File: config.mk
export PLATFORM = sky130hd
export DESIGN_NAME = aoid_encoder
export DESIGN_NICKNAME = d
export VERILOG_FILES = /design/src/aoid_pkg.sv /design/src/aoid_out_cnt.sv /design/src/aoid_encoder.sv
export SDC_FILE = /design/constraint.sdc
export NUM_CORES = 1
export LEC_CHECK = 0
export BUFFER_PORTS_ARGS = -buffer_cell sky130_fd_sc_hd__buf_2
export CORE_ASPECT_RATIO = 1.4
export CORE_MARGIN = 1
export CORE_UTILIZATION = 37
export CTS_BUF_LIST = sky130_fd_sc_hd__clkbuf_8
export DETAILED_ROUTE_END_ITERATION = 8
export PLACE_DENSITY = 0.59
export SLEW_MARGIN = 25
export SYNTH_ARGS = -nofsm -noshare
export SYNTH_HDL_FRONTEND = slang
export SYNTH_SLANG_ARGS = --single-unit
File: constraint.sdc
create_clock -name I_CLK_SYS -period 2.9 [get_ports I_CLK_SYS]
set_clock_uncertainty 0.1 [all_clocks]
set_input_delay 0.145 -clock I_CLK_SYS [delete_from_list [all_inputs] [get_ports I_CLK_SYS]]
set_output_delay 0.145 -clock I_CLK_SYS [all_outputs]
set_load 0.01 [all_outputs]
File: src/aoid_pkg.sv
// Purpose: constants for the output ID encoder of the translation unit ports
// Assumes: one clock, asynchronous active-low reset
// Notes:   widths are defaults; the encoder derives the port widths from them
// Overview of operation
// - each plain buffer port drives an ID one bit wider than its input ID.
// - extra top ID bit marks barrier transactions the buffer generates itself.
// - control unit's own port ID width is walk tag width plus one.
// - walk tag width is log2 of walk queue count rounded up to power of two.
// - control unit's extra top ID bit is set for both sync-complete and table-walk reads.
// - shared port with buffer ID width up to tag width uses tag width plus two.
// - shared port with buffer ID width above tag width uses buffer width plus one.
// - forwarded transaction keeps its ID in low bits, upper bits zero.
// - buffer-generated synchronisation transaction drives all ID bits to one.
// - table-walk read ID has 0b10 on top, zeros down to tag width; on the control unit's own port only the top 1 sits above the tag.
// - table-walk read carries the walk tag in the low tag-width bits.
// - sync-complete ID has 0b110 on top (0b11 on a two-bit port), all lower bits zero.
// - each buffer port keeps up to 256 transactions outstanding; ready drops at 256 and between requests.
package aoid_pkg;
	localparam int AOID_IN_ID_W      = 8;
	localparam int AOID_WALK_QUEUES  = 8;
	localparam int AOID_MAX_OUTSTAND = 256;
	localparam logic [1:0] AOID_WALK_TOP = 2'h2;
	localparam logic [2:0] AOID_SYNC_TOP = 3'h6;

	typedef enum logic [1:0] {
		AOID_SRC_FWD,
		AOID_SRC_BARRIER,
		AOID_SRC_WALK,
		AOID_SRC_SYNC_DONE
	} aoid_src_t;

	function automatic int aoid_tag_w(input int queues);
		int w;
		w = 0;
		while ((1 << w) < queues) begin
			w = w + 1;
		end
		return (w < 1) ? 1 : w;
	endfunction : aoid_tag_w
endpackage : aoid_pkg

File: src/aoid_out_cnt.sv
`timescale 1ns/1ps
// Purpose: outstanding transaction counter for one direction of a port
// Assumes: issue and retire are single-cycle handshake pulses
// Notes:   saturating; full only when max transactions are in flight
module aoid_out_cnt #(
	parameter int MAX = 256
) (
	input  wire logic                     i_clk,
	input  wire logic                     i_rst_n,
	input  wire logic                     i_issue,
	input  wire logic                     i_retire,
	output logic                          o_full,
	output logic [$clog2(MAX+1)-1:0]      o_count
);
	localparam int CW = $clog2(MAX + 1);
	logic [CW-1:0] cnt_ff;
	logic [CW-1:0] nxt_cnt;

	always_comb begin
		nxt_cnt = cnt_ff;
		if (i_issue && !i_retire && cnt_ff != CW'(MAX)) begin
			nxt_cnt = cnt_ff + CW'(1);
		end else if (!i_issue && i_retire && cnt_ff != '0) begin
			nxt_cnt = cnt_ff - CW'(1);
		end
	end

	always_ff @(posedge i_clk or negedge i_rst_n) begin
		if (!i_rst_n) begin
			cnt_ff <= '0;
		end else begin
			cnt_ff <= nxt_cnt;
		end
	end

	assign o_full  = (cnt_ff == CW'(MAX));
	assign o_count = cnt_ff;
endmodule : aoid_out_cnt

File: src/aoid_encoder.sv
`timescale 1ns/1ps
// Purpose: output ID width selection and ID encoding for one master port
// Assumes: MUXED=1 means buffer and control unit share this port,
//          SEPARATE_CTL=1 means this port belongs to the control unit alone
// Notes:   at most one request every other cycle; ID registered with its valid
module aoid_encoder #(
	parameter int IN_ID_W     = aoid_pkg::AOID_IN_ID_W,
	parameter int WALK_QUEUES = aoid_pkg::AOID_WALK_QUEUES,
	parameter int MAX_OUT     = aoid_pkg::AOID_MAX_OUTSTAND,
	parameter bit MUXED        = 1'b0,
	parameter bit SEPARATE_CTL = 1'b0,
	localparam int TAG_W = aoid_pkg::aoid_tag_w(WALK_QUEUES),
	localparam int OUT_W = SEPARATE_CTL ? TAG_W + 1 :
		(!MUXED ? IN_ID_W + 1 :
		((IN_ID_W <= TAG_W) ? TAG_W + 2 : IN_ID_W + 1))
) (
	input  wire logic                  I_CLK_SYS,
	input  wire logic                  I_RST_N,
	input  wire logic                  I_REQ_VALID,
	input  wire aoid_pkg::aoid_src_t   I_REQ_SRC,
	input  wire logic [IN_ID_W-1:0]    I_REQ_ID,
	input  wire logic [TAG_W-1:0]      I_WALK_TAG,
	output logic                       O_REQ_READY,
	output logic                       O_ID_VALID,
	output logic [OUT_W-1:0]           O_ID,
	input  wire logic                  I_ID_READY,
	input  wire logic                  I_RSP_VALID,
	input  wire logic [OUT_W-1:0]      I_RSP_ID,
	output logic                       O_RSP_FWD_VALID,
	output logic [IN_ID_W-1:0]         O_RSP_FWD_ID,
	output logic                       O_RSP_INT_VALID,
	output logic [1:0]                 O_RSP_INT_KIND
);
	localparam int WID = (OUT_W > IN_ID_W) ? OUT_W : IN_ID_W;

	logic                  id_valid_ff,  nxt_id_valid;
	logic [OUT_W-1:0]      id_ff,        nxt_id;
	logic                  ready_ff,     nxt_ready;
	logic                  fwd_valid_ff, nxt_fwd_valid;
	logic [IN_ID_W-1:0]    fwd_id_ff,    nxt_fwd_id;
	logic                  int_valid_ff, nxt_int_valid;
	logic [1:0]            int_kind_ff,  nxt_int_kind;
	logic                  cnt_full;
	logic                  take;
	logic                  retire;
	logic [OUT_W-1:0]      enc;
	logic [WID-1:0]        wide;

	assign take   = I_REQ_VALID && ready_ff;
	assign retire = I_RSP_VALID;

	// in-flight limit; ready drops at MAX_OUT outstanding, and also while an ID waits in its register
	aoid_out_cnt #(.MAX(MAX_OUT)) u_cnt (
		.i_clk    (I_CLK_SYS),
		.i_rst_n  (I_RST_N),
		.i_issue  (take),
		.i_retire (retire),
		.o_full   (cnt_full),
		.o_count  ()
	);

	always_comb begin
		wide = '0;
		unique case (I_REQ_SRC)
			aoid_pkg::AOID_SRC_FWD: begin
				wide[IN_ID_W-1:0] = I_REQ_ID;
			end
			aoid_pkg::AOID_SRC_BARRIER: begin
				wide = '1;
			end
			aoid_pkg::AOID_SRC_WALK: begin
				wide[OUT_W-1 -: 2] = aoid_pkg::AOID_WALK_TOP;
				wide[TAG_W-1:0]    = I_WALK_TAG;
			end
			aoid_pkg::AOID_SRC_SYNC_DONE: begin
				// narrow control port keeps only the top bits that fit
				if (OUT_W >= 3) begin
					wide[OUT_W-1 -: 3] = aoid_pkg::AOID_SYNC_TOP;
				end else begin
					wide[OUT_W-1 -: 2] = 2'h3;
				end
			end
		endcase
		enc = wide[OUT_W-1:0];
	end

	always_comb begin
		nxt_id_valid = id_valid_ff;
		nxt_id       = id_ff;
		if (id_valid_ff && I_ID_READY) begin
			nxt_id_valid = 1'b0;
		end
		if (take) begin
			nxt_id_valid = 1'b1;
			nxt_id       = enc;
		end
		// registered ready cannot see next downstream ready; wait for an empty slot
		nxt_ready = !cnt_full && !nxt_id_valid;
	end

	// response steering from the top ID bits
	always_comb begin
		nxt_fwd_valid = 1'b0;
		nxt_fwd_id    = fwd_id_ff;
		nxt_int_valid = 1'b0;
		nxt_int_kind  = int_kind_ff;
		if (I_RSP_VALID) begin
			if (!I_RSP_ID[OUT_W-1]) begin
				nxt_fwd_valid = 1'b1;
				nxt_fwd_id    = I_RSP_ID[IN_ID_W-1:0];
			end else begin
				nxt_int_valid = 1'b1;
				nxt_int_kind  = (OUT_W >= 2) ? I_RSP_ID[OUT_W-1 -: 2] : 2'h3;
			end
		end
	end

	always_ff @(posedge I_CLK_SYS or negedge I_RST_N) begin
		if (!I_RST_N) begin
			id_valid_ff  <= 1'b0;
			id_ff        <= '0;
			ready_ff     <= 1'b0;
			fwd_valid_ff <= 1'b0;
			fwd_id_ff    <= '0;
			int_valid_ff <= 1'b0;
			int_kind_ff  <= 2'h0;
		end else begin
			id_valid_ff  <= nxt_id_valid;
			id_ff        <= nxt_id;
			ready_ff     <= nxt_ready;
			fwd_valid_ff <= nxt_fwd_valid;
			fwd_id_ff    <= nxt_fwd_id;
			int_valid_ff <= nxt_int_valid;
			int_kind_ff  <= nxt_int_kind;
		end
	end

	assign O_REQ_READY     = ready_ff;
	assign O_ID_VALID      = id_valid_ff;
	assign O_ID            = id_ff;
	assign O_RSP_FWD_VALID = fwd_valid_ff;
	assign O_RSP_FWD_ID    = fwd_id_ff;
	assign O_RSP_INT_VALID = int_valid_ff;
	assign O_RSP_INT_KIND  = int_kind_ff;
endmodule : aoid_encoder

---- Word level (Yosys, flattened, before mapping) ----
Index checks and enable logic that the tools add are counted.
Widths: inputs -> output; s select.
cells by class
  magnitude comparators ................... 0
  add/subtract/negate cells ............... 2
  multiply operators ...................... 0
  divide/modulo/power cells ............... 0
  eq/ne operators ......................... 5
  bitwise operators ....................... 1
  shift operators ......................... 0
  mux-type cells .......................... 13
  reduce and logical (&&, ||, !) cells .... 18
operators by type and width
  operator             number
  $mux 9               2
  $add 9x1->9 const B  1
  $eq 9x9->1 const B   1
  $ne 9x9->1 const B   1
  $pmux 3 s3           1
  $reduce_bool 9->1    1
  $sub 9x1->9 const B  1
  $logic_and 1x1->1    7
  $mux 1               7
  $pmux 3 s2           1
  $eq 2x2->1 const B   2
  $logic_not 1->1      4
  $reduce_and 2->1     2
  $pmux 1 s3           1
  $reduce_or 3->1      1
  $eq 2x1->1 const B   1
  $logic_not 2->1      1
  $pmux 1 s2           1
  $reduce_bool 2->1    1
  $reduce_or 2->1      1
  $not 1->1            1
word-level totals
  input port bits ......................... 27
  bits in read-only memories .............. 0
  memories kept ........................... 0
  latch bits .............................. 0
  register bits ........................... 32
  memory bits (writable) .................. 0
  output and inout port bits .............. 23
  logic and storage cells ................. 47

---- Logic depth before layout (Yosys ltp) ----
  depth in word-level cells ............... 6
  mapped depth ............................ 8
  gate-level depth less buffers ........... 8

---- Modules after synthesis ----
A second synthesis with hierarchy kept.
second synthesis, totals
  cells, all modules ...................... 147
  area, all modules ....................... 1727.9 µm²
modules (own cells, without submodules)
  module        area each (µm²)  cells each  instances
  aoid_encoder  959.7            77          1
  aoid_out_cnt  768.2            70          1

---- Worst setup path after synthesis ----
No wires, ideal clock.
  kind .................................... flip-flop to flip-flop
  from .................................... register u_cnt.cnt_ff[0], in the netlist u_cnt.o_count[0]
  to ...................................... register u_cnt.cnt_ff[8], in the netlist u_cnt.o_count[8]
  arrival time ............................ 2.422 ns
  path slack .............................. 0.240 ns
  cell stages (with the launch flop) ...... 9
  buffers on the path ..................... 0
  required time ........................... 2.662 ns
  cells stage by stage .................... dfrtp_1 nor4_1 a311o_1 inv_1 fa_1 nand2b_1 a21oi_1 a21oi_1 mux4_2
on the way
  cells in the longest elaborated chain, start to end .. 3
  elaborated cells on any way between the ends .. 9
RTL lines
  what                                         line                RTL
  start, declared                              aoid_out_cnt.sv:16  logic [CW-1:0] cnt_ff;
  start signal, assigned                       aoid_out_cnt.sv:32  cnt_ff <= nxt_cnt;
  $sub 9x1->9, or another cell as far along    aoid_out_cnt.sv:24  nxt_cnt = cnt_ff - CW'(1);
  $mux 9, or another cell as far along         aoid_out_cnt.sv:23  end else if (!i_issue && i_retire && cnt_ff != '0) begin
  $mux 9 or $reduce_bool 2->1 (tied branches)  -
Several ways; a longest one is shown, not always the timed one. The select of a mux whose other input is x is not followed.
A chain may end at the register's enable or synchronous reset.

---- Final worst setup path ----
  from .................................... register u_cnt.cnt_ff[0], in the netlist u_cnt.o_count[0]
  to ...................................... register u_cnt.cnt_ff[5], in the netlist u_cnt.o_count[5]
The elaborated chain is that of the path after synthesis.

==> flow_summary.toml <==
[outcome]
status = "completed"

[logic_synthesis]
synth_top_family_by_area = "compound AO/OA/AOI/OAI gates"
synth_compound_area_share_pct = 17.6
synth_edf_count = 0
yosysWarnings = 0
yosysSeqAreaShare_pct = 47.8
synthAdderAreaFrac_pct = 6.42
synth.area.mux_share_pct = 10.0
synth-simple-area-share_pct = 13.1
synth_common_cells = "32 x dfrtp_1, 14 x nor2_1, 13 x a21oi_1, 13 x nand2_1, 12 x mux2_1"
synthCells = 159
synth.most_common_cell = "dfrtp_1"
netlist_area_mm2 = 0.00168
synth_top_cell_by_area = "dfrtp_1"
avgSynthCellArea_um2 = 10.5
synth_top_cell_area_share_pct = 47.8
yosys-top-cells-area = "dfrtp_1 48%, mux2_1 8.1%, ha_1 5.2%"
synth-xor-area-share_pct = 1.57
ys_ff_latch = 32
synth.distinct_cells = 39
synth-main-ff-cell = "dfrtp_1"
synth_nets = 194
async_flop_share_pct = 100

[floorplanning]
die_x_um = 58.9
die_h_um = 81.6
core_area_mm2 = 0.00427
ios = 50
start_util_pct = 39.2
dieArea_mm2 = 0.00480
rows = 28

[place]
hpwlAfterDp_um = 2800
portBuffers = 49
place_area_mm2 = 0.00200
place_congestion = 0.839

[grt]
grt_pass1_vias = 1404
gr-total-overflow = 0
grt_pass1_wl_um = 6090
antenna_found_initial = 0
grt_max_degree = 33
grt_usage_pct = 16.8

[setup_path]
worstPathArrival_ns = 2.82
critical-path-max-stage-delay_ns = 0.44
startpoint_type = "flop"
crit_slowest_cell = "dfrtp_1"
r2r_setup_slack_ns = 0.19
critPathBufInv = 0
end_kind = "flop"
crit_chain = "nor4_1, a311o_1, ha_1, a211o_1, a2111o_1, o311ai_0, mux2_1"
crit_type = "reg -> reg"
cp_top_family = "compound AO/OA/AOI/OAI gates"
path_max_fanout = 6
cp.required_ns = 3.01

[drt]
dr.pass1.iters = 5
drt-vias-per-instance = 5.06
wl_met1_um = 1560
first_iter_violations = 62
routedWlPerCell_um = 13.2
finalWirelength_um = 3760
ant_nets = 0
wl_met2_um = 1860
vias = 1442
met3_length_um = 288
drc = 0
dr.max_layer_used = "met4"

[sta]
setup_viol = 0
hold_viol_final = 0
fin_crit_ns = 2.71
max_freq_ghz = 0.369
setup_tns_ns = 0
rsz0062_at_grt = "no"
finalMaxSlewViolations = 0
tightest_slew_ns = 0.742
period_share_pct = 93.5
relSlewSlack_pct = 50.4

[pwr]
p_per_area_mw_per_mm2 = 852
p_leak_nw = 1.05
power.total_mw = 1.88
pwr-share-comb_pct = 45.1
internal-power_mw = 1.15
clkPwrFrac_pct = 18.3
seqPwrFrac_pct = 36.5
ir_drop_mv = 0.427
switchingPower_uw = 722
swShare_pct = 38.5

[cts]
root_buffer = "clkbuf_8"
cts_buffers = 5
clock-sinks = 32
cts_buffer_depth = 2
tritoncts = "yes"
htreeDepth = 2
post_cts_buffers = 0
clock_latency_ns = 0.28
cts.clk_slew.worst_paths_ns = 0.07

[cells_and_area]
n_antenna_cell = 0
regArea_um2 = 801
drive_gt1_share_pct = 30.2
multiInputGateArea_um2 = 821
n_fill_cell = 417
nets = 259
area_growth_pct = 31.4
final_area_mm2 = 0.00220

[hold_path]
hold_class = "in -> reg"

[job]
drv_cap = 0
==> registers in the layout, summed over array words and instances, names as in the netlist <==
| name | cells |
|---|---|
| O_REQ_READY | 1 |
| O_ID | 9 |
| O_ID_VALID | 1 |
| u_cnt.o_count | 9 |
| O_RSP_FWD_VALID | 1 |
| O_RSP_INT_VALID | 1 |
| O_RSP_FWD_ID | 8 |
| O_RSP_INT_KIND | 2 |
==> area by class of cell <==
type	count	area share, %
clock buffers	6	3.75
clock inverters	2	0.455
inverters	8	1.36
multi-input cells	113	37.3
flip-flops and latches	32	36.4
well taps	60	3.41
repair buffers	64	17.4
==> path summary, 6_finish.rpt <==
kind                                  start                to  cells past startpoint
max reg2reg                u_cnt.o_count[0]  u_cnt.o_count[5]                      7
max in group asynchronous           I_RST_N           O_ID[1]                      2
min reg2reg                         O_ID[1]           O_ID[1]                      2
min in group asynchronous           I_RST_N   O_RSP_FWD_ID[0]                      2
max                        u_cnt.o_count[0]  u_cnt.o_count[5]                      7
min                           I_WALK_TAG[0]           O_ID[0]                      3
==> cells by family (layout without fill, tap and decap cells) <==
group / after synthesis / after routing
AO/OA/AOI/OAI: 43 / 43
XOR/XNOR: 3 / 3
adder cells (fa/ha/maj): 8 / 8
buffers and inverters: 14 / 80
flip-flops: 32 / 32
multiplexers: 14 / 14
AND/OR/NAND/NOR: 45 / 45
==> worst reg2reg max path: stages, from the launching register on <==
cell and delay (ns):
dfrtp_1 0.44, nor4_1 0.37, a311o_1 0.35, ha_1 0.29, a211o_1 0.37, a2111o_1 0.38, o311ai_0 0.14, mux2_1 0.21
==> cell usage in the layout, fill, tap and decap left out, types with 7 or more instances in the layout <==
cell and count:
buf_2 49, dfrtp_1 32, nor2_1 14, nand2_1 13, a21oi_1 13, mux2_1 12
dlygate4sd3_1 10, inv_1 7, o21ai_1 7, o31ai_1 7, ha_1 7
==> per-stage QoR <==
| stage | setup slack [ns] | instances | utilization [%] | hold slack (ns) |
|---|---|---|---|---|
| 5_1_grt | 0.0287 | 285 | 51.5 | 0.0530 |
| 6_report | 0.189 | 285 | 51.5 | 0.0429 |
| 2_1_floorplan | 0.240 | 159 | - | -0.251 |
| 3_5_place_dp | 0.193 | 267 | 46.9 | 0.139 |
| 3_3_place_gp | 0.187 | 267 | 46.9 | 0.122 |
| 4_1_cts | 0.164 | 285 | 51.4 | 0.0384 |
==> power groups by stage <==
| stage | clock network, mW | logic (mW) | registers [mW] |
|---|---|---|---|
| after floorplan | 0 | 0.567 | 0.691 |
| after global placement | 0 | 0.800 | 0.679 |
| after detailed placement | 0 | 0.825 | 0.689 |
| after CTS | 0.357 | 0.842 | 0.681 |
| after global routing | 0.367 | 0.956 | 0.707 |
| final | 0.344 | 0.846 | 0.685 |
==> timing repair <==
action,in CTS,in global routing
gates resized for setup,0,1
endpoints found under the hold margin,41,0
hold buffers,10,0
setup endpoints to repair,0,4
==> routing by layer <==
metal | up-vias | global-route usage [%]
met1 | 679 | 17.5
li1 | 704 | -
met2 | 55 | 30.2
met4 | 0 | 8.33
met3 | 4 | 4.72
met5 | - | 0
(Power assumes the default switching activity.)
